`src/hdl/timer_unit_zero_defs.svh`:
```
// Register offsets, field positions, reset values and mode codes of the timer unit
`ifndef TIMER_UNIT_ZERO_DEFS_SVH
`define TIMER_UNIT_ZERO_DEFS_SVH

// Byte offsets on the register bus
`define OFS_CONTROL_A   4'h0
`define OFS_CONTROL_B   4'h1
`define OFS_CONTROL_C   4'h2
`define OFS_COUNT       4'h3
`define OFS_COMPARE_A   4'h4
`define OFS_COMPARE_B   4'h5
`define OFS_FLAG        4'h6
`define OFS_MASK        4'h7
`define OFS_POWER       4'h8

// Control A fields
`define FLD_WGM_LO      1:0
`define FLD_ACT_B       5:4
`define FLD_ACT_A       7:6
// Control B fields
`define FLD_CS          2:0
`define BIT_WGM_HI      3
// Control C fields
`define BIT_FORCE_B     6
`define BIT_FORCE_A     7
// Flag and mask bit positions
`define BIT_OVF         0
`define BIT_MATCH_A     1
`define BIT_MATCH_B     2
// Power bit position
`define BIT_POWER_OFF   0

// Counter extremes
`define COUNT_BOTTOM    8'h00
`define COUNT_MAX       8'hff
`define RESET_BYTE      8'h00

// Clock select codes
`define CS_STOPPED      3'h0
`define CS_DIV1         3'h1
`define CS_DIV8         3'h2
`define CS_DIV64        3'h3
`define CS_DIV256       3'h4
`define CS_DIV1024      3'h5
`define CS_EXT_FALL     3'h6
`define CS_EXT_RISE     3'h7

// Wave mode codes
`define WGM_NORMAL      3'h0
`define WGM_PHASE_MAX   3'h1
`define WGM_CTC         3'h2
`define WGM_FAST_MAX    3'h3
`define WGM_PHASE_A     3'h5
`define WGM_FAST_A      3'h7

// Output action codes
`define ACT_NONE        2'h0
`define ACT_TOGGLE      2'h1
`define ACT_CLEAR       2'h2
`define ACT_SET         2'h3

`endif

```
`src/hdl/timer_unit_zero_pkg.sv`:
```
// Types shared by the timer unit files
package timer_unit_zero_pkg;
	typedef enum logic [1:0] {
		BUS_IDLE,
		BUS_READ,
		BUS_DONE
	} bus_state_e;
endpackage

```
`src/hdl/tick_select.sv`:
```
// Clock select and prescaler producing the one-cycle timer tick
`timescale 1ns/100ps
`include "timer_unit_zero_defs.svh"

module tick_select #(
	parameter int PRESCALE_WIDTH = 10
) (
	// Clock and reset
	input  wire logic       clk,
	input  wire logic       arst_n,
	// Control
	input  wire logic       run,
	input  wire logic [2:0] clock_select_field,
	input  wire logic       ext_count_pin,
	// Tick out
	output logic            timer_tick
);
	// Divide by 1024 needs ten prescaler bits, refused at elaboration
	if (PRESCALE_WIDTH < 10) begin : g_width_check
		$error("prescaler too narrow for divide by 1024");
	end

	logic [PRESCALE_WIDTH-1:0] prescale_reg;
	logic [PRESCALE_WIDTH-1:0] prescale_next;
	logic                      pin_sync1_reg;
	logic                      pin_sync2_reg;
	logic                      pin_last_reg;
	logic                      tick_reg;
	logic                      tick_next;

	// Free-running prescaler, halted while powered down
	always_comb begin
		prescale_next = run ? prescale_reg + 1'b1 : prescale_reg;
	end

	// Source and edge choice; zero code yields no tick
	always_comb begin
		tick_next = 1'b0;
		if (run) begin
			case (clock_select_field)
				`CS_STOPPED:  tick_next = 1'b0;
				`CS_DIV1:     tick_next = 1'b1;
				`CS_DIV8:     tick_next = &prescale_reg[2:0];
				`CS_DIV64:    tick_next = &prescale_reg[5:0];
				`CS_DIV256:   tick_next = &prescale_reg[7:0];
				`CS_DIV1024:  tick_next = &prescale_reg[9:0];
				`CS_EXT_FALL: tick_next = pin_last_reg & ~pin_sync2_reg;
				`CS_EXT_RISE: tick_next = ~pin_last_reg & pin_sync2_reg;
				default:      tick_next = 1'b0;
			endcase
		end
	end

	// Pin synchronised first; edge detect reads only the second stage and its delayed copy
	always_ff @(posedge clk or negedge arst_n) begin
		if (!arst_n) begin
			prescale_reg  <= '0;
			pin_sync1_reg <= 1'b0;
			pin_sync2_reg <= 1'b0;
			pin_last_reg  <= 1'b0;
			tick_reg      <= 1'b0;
		end else begin
			prescale_reg  <= prescale_next;
			pin_sync1_reg <= ext_count_pin;
			pin_sync2_reg <= pin_sync1_reg;
			pin_last_reg  <= pin_sync2_reg;
			tick_reg      <= tick_next;
		end
	end

	assign timer_tick = tick_reg;
endmodule

```
`src/hdl/timer_unit_zero.sv`:
```
// 8-bit timer/counter with two compare units behind an Avalon-MM slave
// Function
// - Count and both compare values are eight bits wide.
// - Value zero is the bottom of the range.
// - Value 255 is the maximum of the range.
// - Top is 255 or compare A, chosen by the mode.
// - Flags read in one register, each request gated by a mask bit.
// - Tick comes from prescaler or external pin, source and edge selected.
// - Clock select zero gives no tick; counter stays stopped.
// - Each tick clears, increments or decrements the counter per mode.
// - Counter always readable and writable; a write beats clear or count.
// - Three-bit mode field, low two bits in control A, high in B.
// - Overflow flag set where mode defines, may request an interrupt.
// - Counter compared to both compares; match sets flag on next tick.
// - Compare flag clears when serviced or when one is written.
// - PWM modes write a buffer, copied at top only.
// - Normal and clear-on-match modes access the compare directly.
// - Force strobe in non-PWM modes acts on output, not flag or counter.
// - A counter write blocks match flags and outputs in the next tick; clear-on-match still clears the counter.
// - Output states keep their values across mode changes.
// - Output action bits act immediately, unbuffered.
// - Normal mode counts up, wraps to zero, flags overflow at zero.
// - Clear-on-match mode clears counter on compare A match.
// - Fast PWM counts up to 255 (code 3) or compare A (code 7).
// - Action field zero leaves output state unchanged on match.
`timescale 1ns/100ps
`include "timer_unit_zero_defs.svh"

module timer_unit_zero #(
	parameter int PRESCALE_WIDTH = 10
) (
	// Clock and reset
	input  wire logic       CLK_IN,
	input  wire logic       ARST_N_IN,
	// Avalon-MM slave
	input  wire logic [3:0] ADDRESS_IN,
	input  wire logic       READ_IN,
	input  wire logic       WRITE_IN,
	input  wire logic [7:0] WRITEDATA_IN,
	output logic [7:0]      READDATA_OUT,
	output logic            WAITREQUEST_OUT,
	// Pins
	input  wire logic       EXT_COUNT_PIN_IN,
	output logic            COMPARE_OUT_A_OUT,
	output logic            COMPARE_OUT_B_OUT,
	// Interrupt requests and acknowledges
	output logic            IRQ_OVF_OUT,
	output logic            IRQ_MATCH_A_OUT,
	output logic            IRQ_MATCH_B_OUT,
	input  wire logic       ACK_OVF_IN,
	input  wire logic       ACK_MATCH_A_IN,
	input  wire logic       ACK_MATCH_B_IN
);
	// Mode decode used in several places
	function automatic logic is_pwm(input logic [2:0] m);
		return (m == `WGM_PHASE_MAX) || (m == `WGM_FAST_MAX) ||
			(m == `WGM_PHASE_A) || (m == `WGM_FAST_A);
	endfunction

	// Next output state of one unit; the top bit says whether an action applies
	function automatic logic [1:0] out_action(input logic [1:0] act, input logic st);
		case (act)
			`ACT_TOGGLE: return {1'b1, ~st};
			`ACT_CLEAR:  return {1'b1, 1'b0};
			`ACT_SET:    return {1'b1, 1'b1};
			default:     return {1'b0, st};
		endcase
	endfunction

	// Bus handshake and configuration registers
	timer_unit_zero_pkg::bus_state_e bus_reg, bus_next;
	logic [7:0] control_reg_a, control_a_next;
	logic [7:0] control_reg_b, control_b_next;

	// Counter, live compares and their PWM buffers
	logic [7:0] count_reg, count_next;
	logic [7:0] compare_a_reg, compare_a_next;
	logic [7:0] compare_b_reg, compare_b_next;
	logic [7:0] buffer_a_reg, buffer_a_next;
	logic [7:0] buffer_b_reg, buffer_b_next;

	// Flags, masks and power-off
	logic [2:0] flag_reg, flag_next;
	logic [2:0] mask_reg, mask_next;
	logic       power_off_reg, power_off_next;

	// Output states, match blocking, slope direction, read data and requests
	logic [1:0] state_reg, state_next;
	logic       block_reg, block_next;
	logic       down_reg, down_next;
	logic [7:0] rdata_reg, rdata_next;
	logic [2:0] irq_reg, irq_next;

	// Decode of the current state, shared by the processes below
	logic       timer_tick;
	logic       wr;
	logic [2:0] wave_mode_field;
	logic [7:0] top;
	logic       pwm;
	logic [1:0] match;
	logic       at_top;
	logic       at_bottom;
	logic [2:0] ack;
	logic [1:0] act_a, act_b;

	tick_select #(
		.PRESCALE_WIDTH (PRESCALE_WIDTH)
	) u_tick (
		.clk                (CLK_IN),
		.arst_n             (ARST_N_IN),
		.run                (~power_off_reg),
		.clock_select_field (control_reg_b[`FLD_CS]),
		.ext_count_pin      (EXT_COUNT_PIN_IN),
		.timer_tick         (timer_tick)
	);

	// Mode and top decode
	always_comb begin
		wave_mode_field = {control_reg_b[`BIT_WGM_HI], control_reg_a[`FLD_WGM_LO]};
		pwm = is_pwm(wave_mode_field);
		top = wave_mode_field[2] ? compare_a_reg : `COUNT_MAX;
		at_top    = (count_reg == top);
		at_bottom = (count_reg == `COUNT_BOTTOM);
		match[0]  = (count_reg == compare_a_reg) && !block_reg;
		match[1]  = (count_reg == compare_b_reg) && !block_reg;
		act_a = control_reg_a[`FLD_ACT_A];
		act_b = control_reg_a[`FLD_ACT_B];
		ack = {ACK_MATCH_B_IN, ACK_MATCH_A_IN, ACK_OVF_IN};
		wr  = WRITE_IN && (bus_reg == timer_unit_zero_pkg::BUS_IDLE);
	end

	// Bus handshake: writes take one wait-free cycle, reads two wait cycles
	always_comb begin
		bus_next = timer_unit_zero_pkg::BUS_IDLE;
		case (bus_reg)
			timer_unit_zero_pkg::BUS_IDLE:
				bus_next = READ_IN ? timer_unit_zero_pkg::BUS_READ
					: timer_unit_zero_pkg::BUS_IDLE;
			timer_unit_zero_pkg::BUS_READ: bus_next = timer_unit_zero_pkg::BUS_DONE;
			timer_unit_zero_pkg::BUS_DONE: bus_next = timer_unit_zero_pkg::BUS_IDLE;
			default: bus_next = timer_unit_zero_pkg::BUS_IDLE;
		endcase
	end

	// Read mux; PWM modes read the buffer, others the live compare
	always_comb begin
		rdata_next = rdata_reg;
		// Control C holds strobes only, so it reads back as zero
		if (bus_reg == timer_unit_zero_pkg::BUS_IDLE && READ_IN) begin
			case (ADDRESS_IN)
				`OFS_CONTROL_A: rdata_next = control_reg_a;
				`OFS_CONTROL_B: rdata_next = control_reg_b;
				`OFS_COUNT:     rdata_next = count_reg;
				`OFS_COMPARE_A: rdata_next = pwm ? buffer_a_reg : compare_a_reg;
				`OFS_COMPARE_B: rdata_next = pwm ? buffer_b_reg : compare_b_reg;
				`OFS_FLAG:      rdata_next = {5'h00, flag_reg};
				`OFS_MASK:      rdata_next = {5'h00, mask_reg};
				`OFS_POWER:     rdata_next = {7'h00, power_off_reg};
				default:        rdata_next = 8'h00;
			endcase
		end
	end

	// Configuration and compare registers
	always_comb begin
		control_a_next = control_reg_a;
		control_b_next = control_reg_b;
		compare_a_next = compare_a_reg;
		compare_b_next = compare_b_reg;
		buffer_a_next  = buffer_a_reg;
		buffer_b_next  = buffer_b_reg;
		mask_next      = mask_reg;
		power_off_next = power_off_reg;
		if (wr) begin
			case (ADDRESS_IN)
				`OFS_CONTROL_A: control_a_next = WRITEDATA_IN;
				`OFS_CONTROL_B: control_b_next = WRITEDATA_IN;
				`OFS_COMPARE_A: begin
					buffer_a_next = WRITEDATA_IN;
					if (!pwm)
						compare_a_next = WRITEDATA_IN;
				end
				`OFS_COMPARE_B: begin
					buffer_b_next = WRITEDATA_IN;
					if (!pwm)
						compare_b_next = WRITEDATA_IN;
				end
				`OFS_MASK:  mask_next = WRITEDATA_IN[2:0];
				`OFS_POWER: power_off_next = WRITEDATA_IN[`BIT_POWER_OFF];
				default: ;
			endcase
		end
		// Buffer copy only on a tick at top, so a period never mixes two values
		// Both slopes pass top once per period, which keeps fast and phase alike
		if (pwm && timer_tick && !power_off_reg) begin
			if (at_top) begin
				compare_a_next = buffer_a_next;
				compare_b_next = buffer_b_next;
			end
		end
	end

	// Counter, direction and match blocking
	always_comb begin
		count_next = count_reg;
		down_next  = down_reg;
		block_next = block_reg;
		if (timer_tick) begin
			block_next = 1'b0;
			case (wave_mode_field)
				`WGM_NORMAL: count_next = count_reg + 8'h01;
				`WGM_CTC: count_next = match[0] || (count_reg == compare_a_reg)
					? `COUNT_BOTTOM : count_reg + 8'h01;
				`WGM_FAST_MAX, `WGM_FAST_A: count_next = at_top
					? `COUNT_BOTTOM : count_reg + 8'h01;
				// Dual slope turns at top and bottom; down_reg keeps the direction
				`WGM_PHASE_MAX, `WGM_PHASE_A: begin
					if (down_reg && at_bottom) begin
						down_next  = 1'b0;
						count_next = count_reg + 8'h01;
					end else if (!down_reg && at_top) begin
						down_next  = 1'b1;
						count_next = count_reg - 8'h01;
					end else begin
						count_next = down_reg ? count_reg - 8'h01 : count_reg + 8'h01;
					end
				end
				default: count_next = count_reg + 8'h01;
			endcase
		end
		// Bus write comes last so it beats any clear or count in the same cycle
		if (wr && ADDRESS_IN == `OFS_COUNT) begin
			count_next = WRITEDATA_IN;
			block_next = 1'b1;
		end
	end

	// Flags: hardware set wins over software or acknowledge clear
	always_comb begin
		flag_next = flag_reg;
		if (wr && ADDRESS_IN == `OFS_FLAG)
			flag_next = flag_next & ~WRITEDATA_IN[2:0];
		flag_next = flag_next & ~ack;
		if (timer_tick) begin
			if (count_reg == `COUNT_MAX && count_next == `COUNT_BOTTOM)
				flag_next[`BIT_OVF] = 1'b1;
			if (pwm && wave_mode_field[1] == 1'b0 && at_bottom)
				flag_next[`BIT_OVF] = 1'b1;
			if (match[0])
				flag_next[`BIT_MATCH_A] = 1'b1;
			if (match[1])
				flag_next[`BIT_MATCH_B] = 1'b1;
		end
		// Request follows the stored flag, one cycle behind it
		irq_next = flag_reg & mask_reg;
	end

	// Output states; kept across mode changes, forced in non-PWM modes
	always_comb begin
		logic [1:0] ra;
		logic [1:0] rb;
		ra = out_action(act_a, state_reg[0]);
		rb = out_action(act_b, state_reg[1]);
		state_next = state_reg;
		// A force write wins over a match in the same cycle
		if (!pwm && wr && ADDRESS_IN == `OFS_CONTROL_C) begin
			if (WRITEDATA_IN[`BIT_FORCE_A])
				state_next[0] = ra[0];
			if (WRITEDATA_IN[`BIT_FORCE_B])
				state_next[1] = rb[0];
		end else if (timer_tick && !pwm) begin
			if (match[0])
				state_next[0] = ra[0];
			if (match[1])
				state_next[1] = rb[0];
		end else if (timer_tick && pwm) begin
			// Non-inverting clears on match and sets at bottom, inverting the reverse
			if (act_a[1] && match[0])
				state_next[0] = ~act_a[0] ? 1'b0 : 1'b1;
			else if (act_a[1] && count_next == `COUNT_BOTTOM)
				state_next[0] = act_a[0] ? 1'b0 : 1'b1;
			if (act_b[1] && match[1])
				state_next[1] = ~act_b[0] ? 1'b0 : 1'b1;
			else if (act_b[1] && count_next == `COUNT_BOTTOM)
				state_next[1] = act_b[0] ? 1'b0 : 1'b1;
		end
	end

	// All state registers
	always_ff @(posedge CLK_IN or negedge ARST_N_IN) begin
		if (!ARST_N_IN) begin
			bus_reg       <= timer_unit_zero_pkg::BUS_IDLE;
			control_reg_a <= `RESET_BYTE;
			control_reg_b <= `RESET_BYTE;
			count_reg     <= `RESET_BYTE;
			compare_a_reg <= `RESET_BYTE;
			compare_b_reg <= `RESET_BYTE;
			buffer_a_reg  <= `RESET_BYTE;
			buffer_b_reg  <= `RESET_BYTE;
			flag_reg      <= 3'h0;
			mask_reg      <= 3'h0;
			power_off_reg <= 1'b0;
			state_reg     <= 2'h0;
			block_reg     <= 1'b0;
			down_reg      <= 1'b0;
			rdata_reg     <= 8'h00;
			irq_reg       <= 3'h0;
		end else begin
			bus_reg       <= bus_next;
			control_reg_a <= control_a_next;
			control_reg_b <= control_b_next;
			count_reg     <= count_next;
			compare_a_reg <= compare_a_next;
			compare_b_reg <= compare_b_next;
			buffer_a_reg  <= buffer_a_next;
			buffer_b_reg  <= buffer_b_next;
			flag_reg      <= flag_next;
			mask_reg      <= mask_next;
			power_off_reg <= power_off_next;
			state_reg     <= state_next;
			block_reg     <= block_next;
			down_reg      <= down_next;
			rdata_reg     <= rdata_next;
			irq_reg       <= irq_next;
		end
	end

	// Outputs straight from flip-flops, except the decoded wait
	always_comb begin
		READDATA_OUT      = rdata_reg;
		// Wait is decoded, not stored, so writes complete without a wait cycle
		WAITREQUEST_OUT   = READ_IN && bus_reg != timer_unit_zero_pkg::BUS_DONE;
		COMPARE_OUT_A_OUT = state_reg[0];
		COMPARE_OUT_B_OUT = state_reg[1];
		IRQ_OVF_OUT       = irq_reg[0];
		IRQ_MATCH_A_OUT   = irq_reg[1];
		IRQ_MATCH_B_OUT   = irq_reg[2];
	end
endmodule

```
`config.mk`:
```
export PLATFORM = sky130hd
export DESIGN_NAME = timer_unit_zero
export DESIGN_NICKNAME = d
export VERILOG_FILES = /design/src/hdl/timer_unit_zero_pkg.sv /design/src/hdl/tick_select.sv /design/src/hdl/timer_unit_zero.sv
export VERILOG_INCLUDE_DIRS = /design/src /design/src/hdl
export SDC_FILE = /design/constraint.sdc
export NUM_CORES = 1
export LEC_CHECK = 0
export ABC_AREA = 1
export ABC_CLOCK_PERIOD_IN_PS = 2500
export CAP_MARGIN = 10
export CORE_MARGIN = 2
export CORE_UTILIZATION = 40
export CTS_CLUSTER_SIZE = 8
export DETAILED_ROUTE_END_ITERATION = 12
export DONT_BUFFER_PORTS = 1
export GPL_ROUTABILITY_DRIVEN = 0
export PLACE_DENSITY_LB_ADDON = 0.1
export SLEW_MARGIN = 20
export SYNTH_ARGS = -nofsm -noshare
export SYNTH_HDL_FRONTEND = slang
export SYNTH_SLANG_ARGS = --single-unit
```
`constraint.sdc`:
```
create_clock -name CLK_IN -period 2.5 [get_ports CLK_IN]
set_input_delay 0.625 -clock CLK_IN [delete_from_list [all_inputs] [get_ports CLK_IN]]
set_output_delay 0.625 -clock CLK_IN [all_outputs]
set_load 0.01 [all_outputs]
```
==> impl_results.md <==
* Rows at 42
* Peak Freq at 395 MHz
* # IOs at 34
* CTS Sinks at 94
* Vias/cell at ~5.4
* Htree depth at 3
* Post-Synthesis Cells at 735
* Sw power at 0.00273 W
* Leak Pwr at 3.06 nW
* Final Skew at 0.00906 ns
* CTS tree: done
* Drt first-iter violations at 535
* Failing checks: negative hold slack, negative setup slack
* Max-slew violations at 0
* HPWL after DPL at around 13 mm
* Final min period at 2.53 ns
* Flop and latch count out of synthesis at 94
* Net Count, Synth at between 700 and 800
* Mean routed wirelength per cell at roughly 18 µm
* Clock network fraction of total power at 20.4%
* Register area share after synthesis at 43.9%
* Overall routed net length at 16.9 mm
* RSZ-0062 raised after global routing: true
* Synth unique cells at 38
* Drc violations at 0
* Sequential Power Share at 38.3%
* Die Y-Extent at about 120 µm
* Flip-flop count of the largest register after layout at 10
* Die W at around 120 µm
* Worst-case clock buffer depth at 2
* Synth Area per Inst at between 7 and 8 µm²
* Antenna viol nets, final at 0
* Filler instances at 1353
* Post-layout util at 47.1%
* MaxCap Viol Count at 0
* First-pass iteration count of the detailed router at 5
* Share of cells above drive strength 1 at a little over an eighth
* Post-synth EDFFs at 0
* Period Utilization, post-route at 101%
* GRT Overall Usage at 24.9%
* Sw frac at 42.2%
* Initial antenna violation count at 0
* Logic pwr share at 41.3%
* Measured slew at the worst slew-check pin at between 0.6 and 0.7 ns
* Setup CP Type: reg2reg
* Internal at 0.00374 W
* Area grow syn2layout at 15.7%
* Via count at 5167
* Status: finished with violations
* CP Capture Type: flip-flop
* Final worst slack at -0.0344 ns
* Worst vdd ir at 0.362 mV
* Rel. slew slack at 58.5%
* Setup violators final at 2
* Endpoints failing hold at 94
* N_diodes at 0
* Worst skew pair latency at 0.36 ns
* Synth warnings at 0
* Hold Crit Class: in2async
* Core ar. at 13100 µm²
* Largest net degree at the start of global routing at 95
* P per Cell Area at between 1000 and 1500 nW/µm²
* Initial Utilization at 40.8%
* Vias in the first global route at 4959
* Crit-path max FO at 5
* Most common cell after layout, fill and taps aside: nand2_1
* Die ar. at approximately 14000 µm²
* Worst Hold Margin at -0.0433 ns
* CP Launch Type: flip-flop
* Main synth FF type: dfrtp_1
* CP required at 2.76 ns
* Congestion Overflow GR at 0
* PortBufs at 0
* Clock transition at path regs at 0.07 ns
* First-pass GRT wire length at 27.1 mm
* Final nets at 797
* Data arrival time of the worst path at approximately 2.8 ns
* TritonCTS buffer count at 9
* DP Worst Slack at -0.139 ns
* Most frequent cells in the layout: nand2_1, inv_1, dfrtp_1
* FFs w/ async S/R, synth at 100%
* Post-Syn Area at between 5000 and 6000 µm²
* Root buffer cell: clkbuf_16
-- logic make-up after synthesis --
group	count (synthesis)	share of synthesized area (%)
and+or+nand+nor	323	24.9
adders and majority gates	5	1.17
buffers and inverters	136	9.81
AOI/OAI and AO/OA	157	16.9
muxes	1	0.210
xor gates and xnor gates	19	3.11
DFF	94	43.9
-- cell usage after synthesis (all sizes together) (2+ instances only) --
cell	count	share of area, %
nand3b	2	0.28
a31oi	3	0.35
clkbuf	17	1.2
inv	110	7.7
o2111ai	2	0.33
nand2	224	16
o22ai	5	0.58
dfrtp	94	44
xor2	12	2.0
nor4	2	0.23
xnor2	7	1.1
nand3	29	2.7
a221oi	4	0.65
nor2	52	3.9
buf	8	0.82
a21oi	22	2.1
a2111oi	2	0.33
o211ai	24	3.4
nand4	9	1.1
o21ai	91	8.5
ha	5	1.2
nor3	4	0.47
-- through the flow --
step                      cells  hold slack, ns  instance area (µm²)  setup TNS (ns)  power, W
after floorplan             735           0.329                 5360               0   0.00399
after global placement      927           0.331                 5780          -0.163   0.00487
after detailed placement    927           0.332                 5780          -0.196   0.00490
after CTS                   942         -0.0549                 6050               0   0.00625
after global routing        952         -0.0646                 6190          -0.306   0.00695
final                       952         -0.0433                 6190         -0.0555   0.00647
-- layout make-up --
type	count	area, µm²	share of cell area, %
Tap cell	176	220	3.56
Multi-Input combinational cell	505	2530	40.9
Inverter	111	423	6.83
Timing Repair Buffer	51	387	6.24
Clock inverter	6	47.5	0.768
Sequential cell	94	2360	38.1
Clock buffer	9	225	3.64
-- layer usage --
layer / global-route usage [%] / wire [µm] / up-vias
met5: 0 / 0 / -
met4: 9.78 / 500 / 0
met3: 5.85 / 1250 / 32
met2: 37.2 / 7510 / 217
met1: 34.9 / 7680 / 2471
li1: - / - / 2447
-- power by group through the flow --
stage	sequential, W	clock, W	combinational [W]
after floorplan	0.00226	0	0.00173
after global placement	0.00247	0	0.00240
after detailed placement	0.00248	0	0.00242
after CTS	0.00246	0.00135	0.00244
after global routing	0.00253	0.00141	0.00300
final	0.00248	0.00132	0.00267
-- worst paths after layout --
kind                       cells past startpoint                 start  slack (ns)                   end
setup / recovery                              22          count_reg[1]       -0.03          state_reg[1]
hold / removal                                 0             ARST_N_IN       -0.04            irq_reg[0]
setup reg to reg                              22          count_reg[1]       -0.03          state_reg[1]
hold reg to reg                                0  u_tick.pin_sync1_reg        0.36  u_tick.pin_sync2_reg
max in group asynchronous                      0             ARST_N_IN        2.39      compare_a_reg[7]
min in group CLK_IN                            0      EXT_COUNT_PIN_IN        0.29  u_tick.pin_sync1_reg
-- worst max-delay path: stages, from the launching register on --
cell	delay [ns]
dfrtp_1	0.44
inv_2	0.09
buf_6	0.13
nand2_2	0.05
nand2_2	0.06
nor2_4	0.11
nand2_1	0.07
nor2_2	0.09
nand2_2	0.12
nand2_2	0.11
nand2_4	0.07
inv_4	0.08
nor2_4	0.03
nor2_2	0.10
nand2_1	0.08
a21oi_2	0.16
nand2_1	0.10
nor2_2	0.16
nand3_1	0.09
nand2_1	0.09
nand3_1	0.07
nand2_1	0.07
inv_1	0.03
-- what timing repair did --
item	CTS	global route
hold endpoints to repair	94	94
buffers inserted	0	10
resized for setup	2	23
pin swaps	0	17
setup endpoints to repair	2	3
Note: power is estimated with default switching activity, not from simulation.
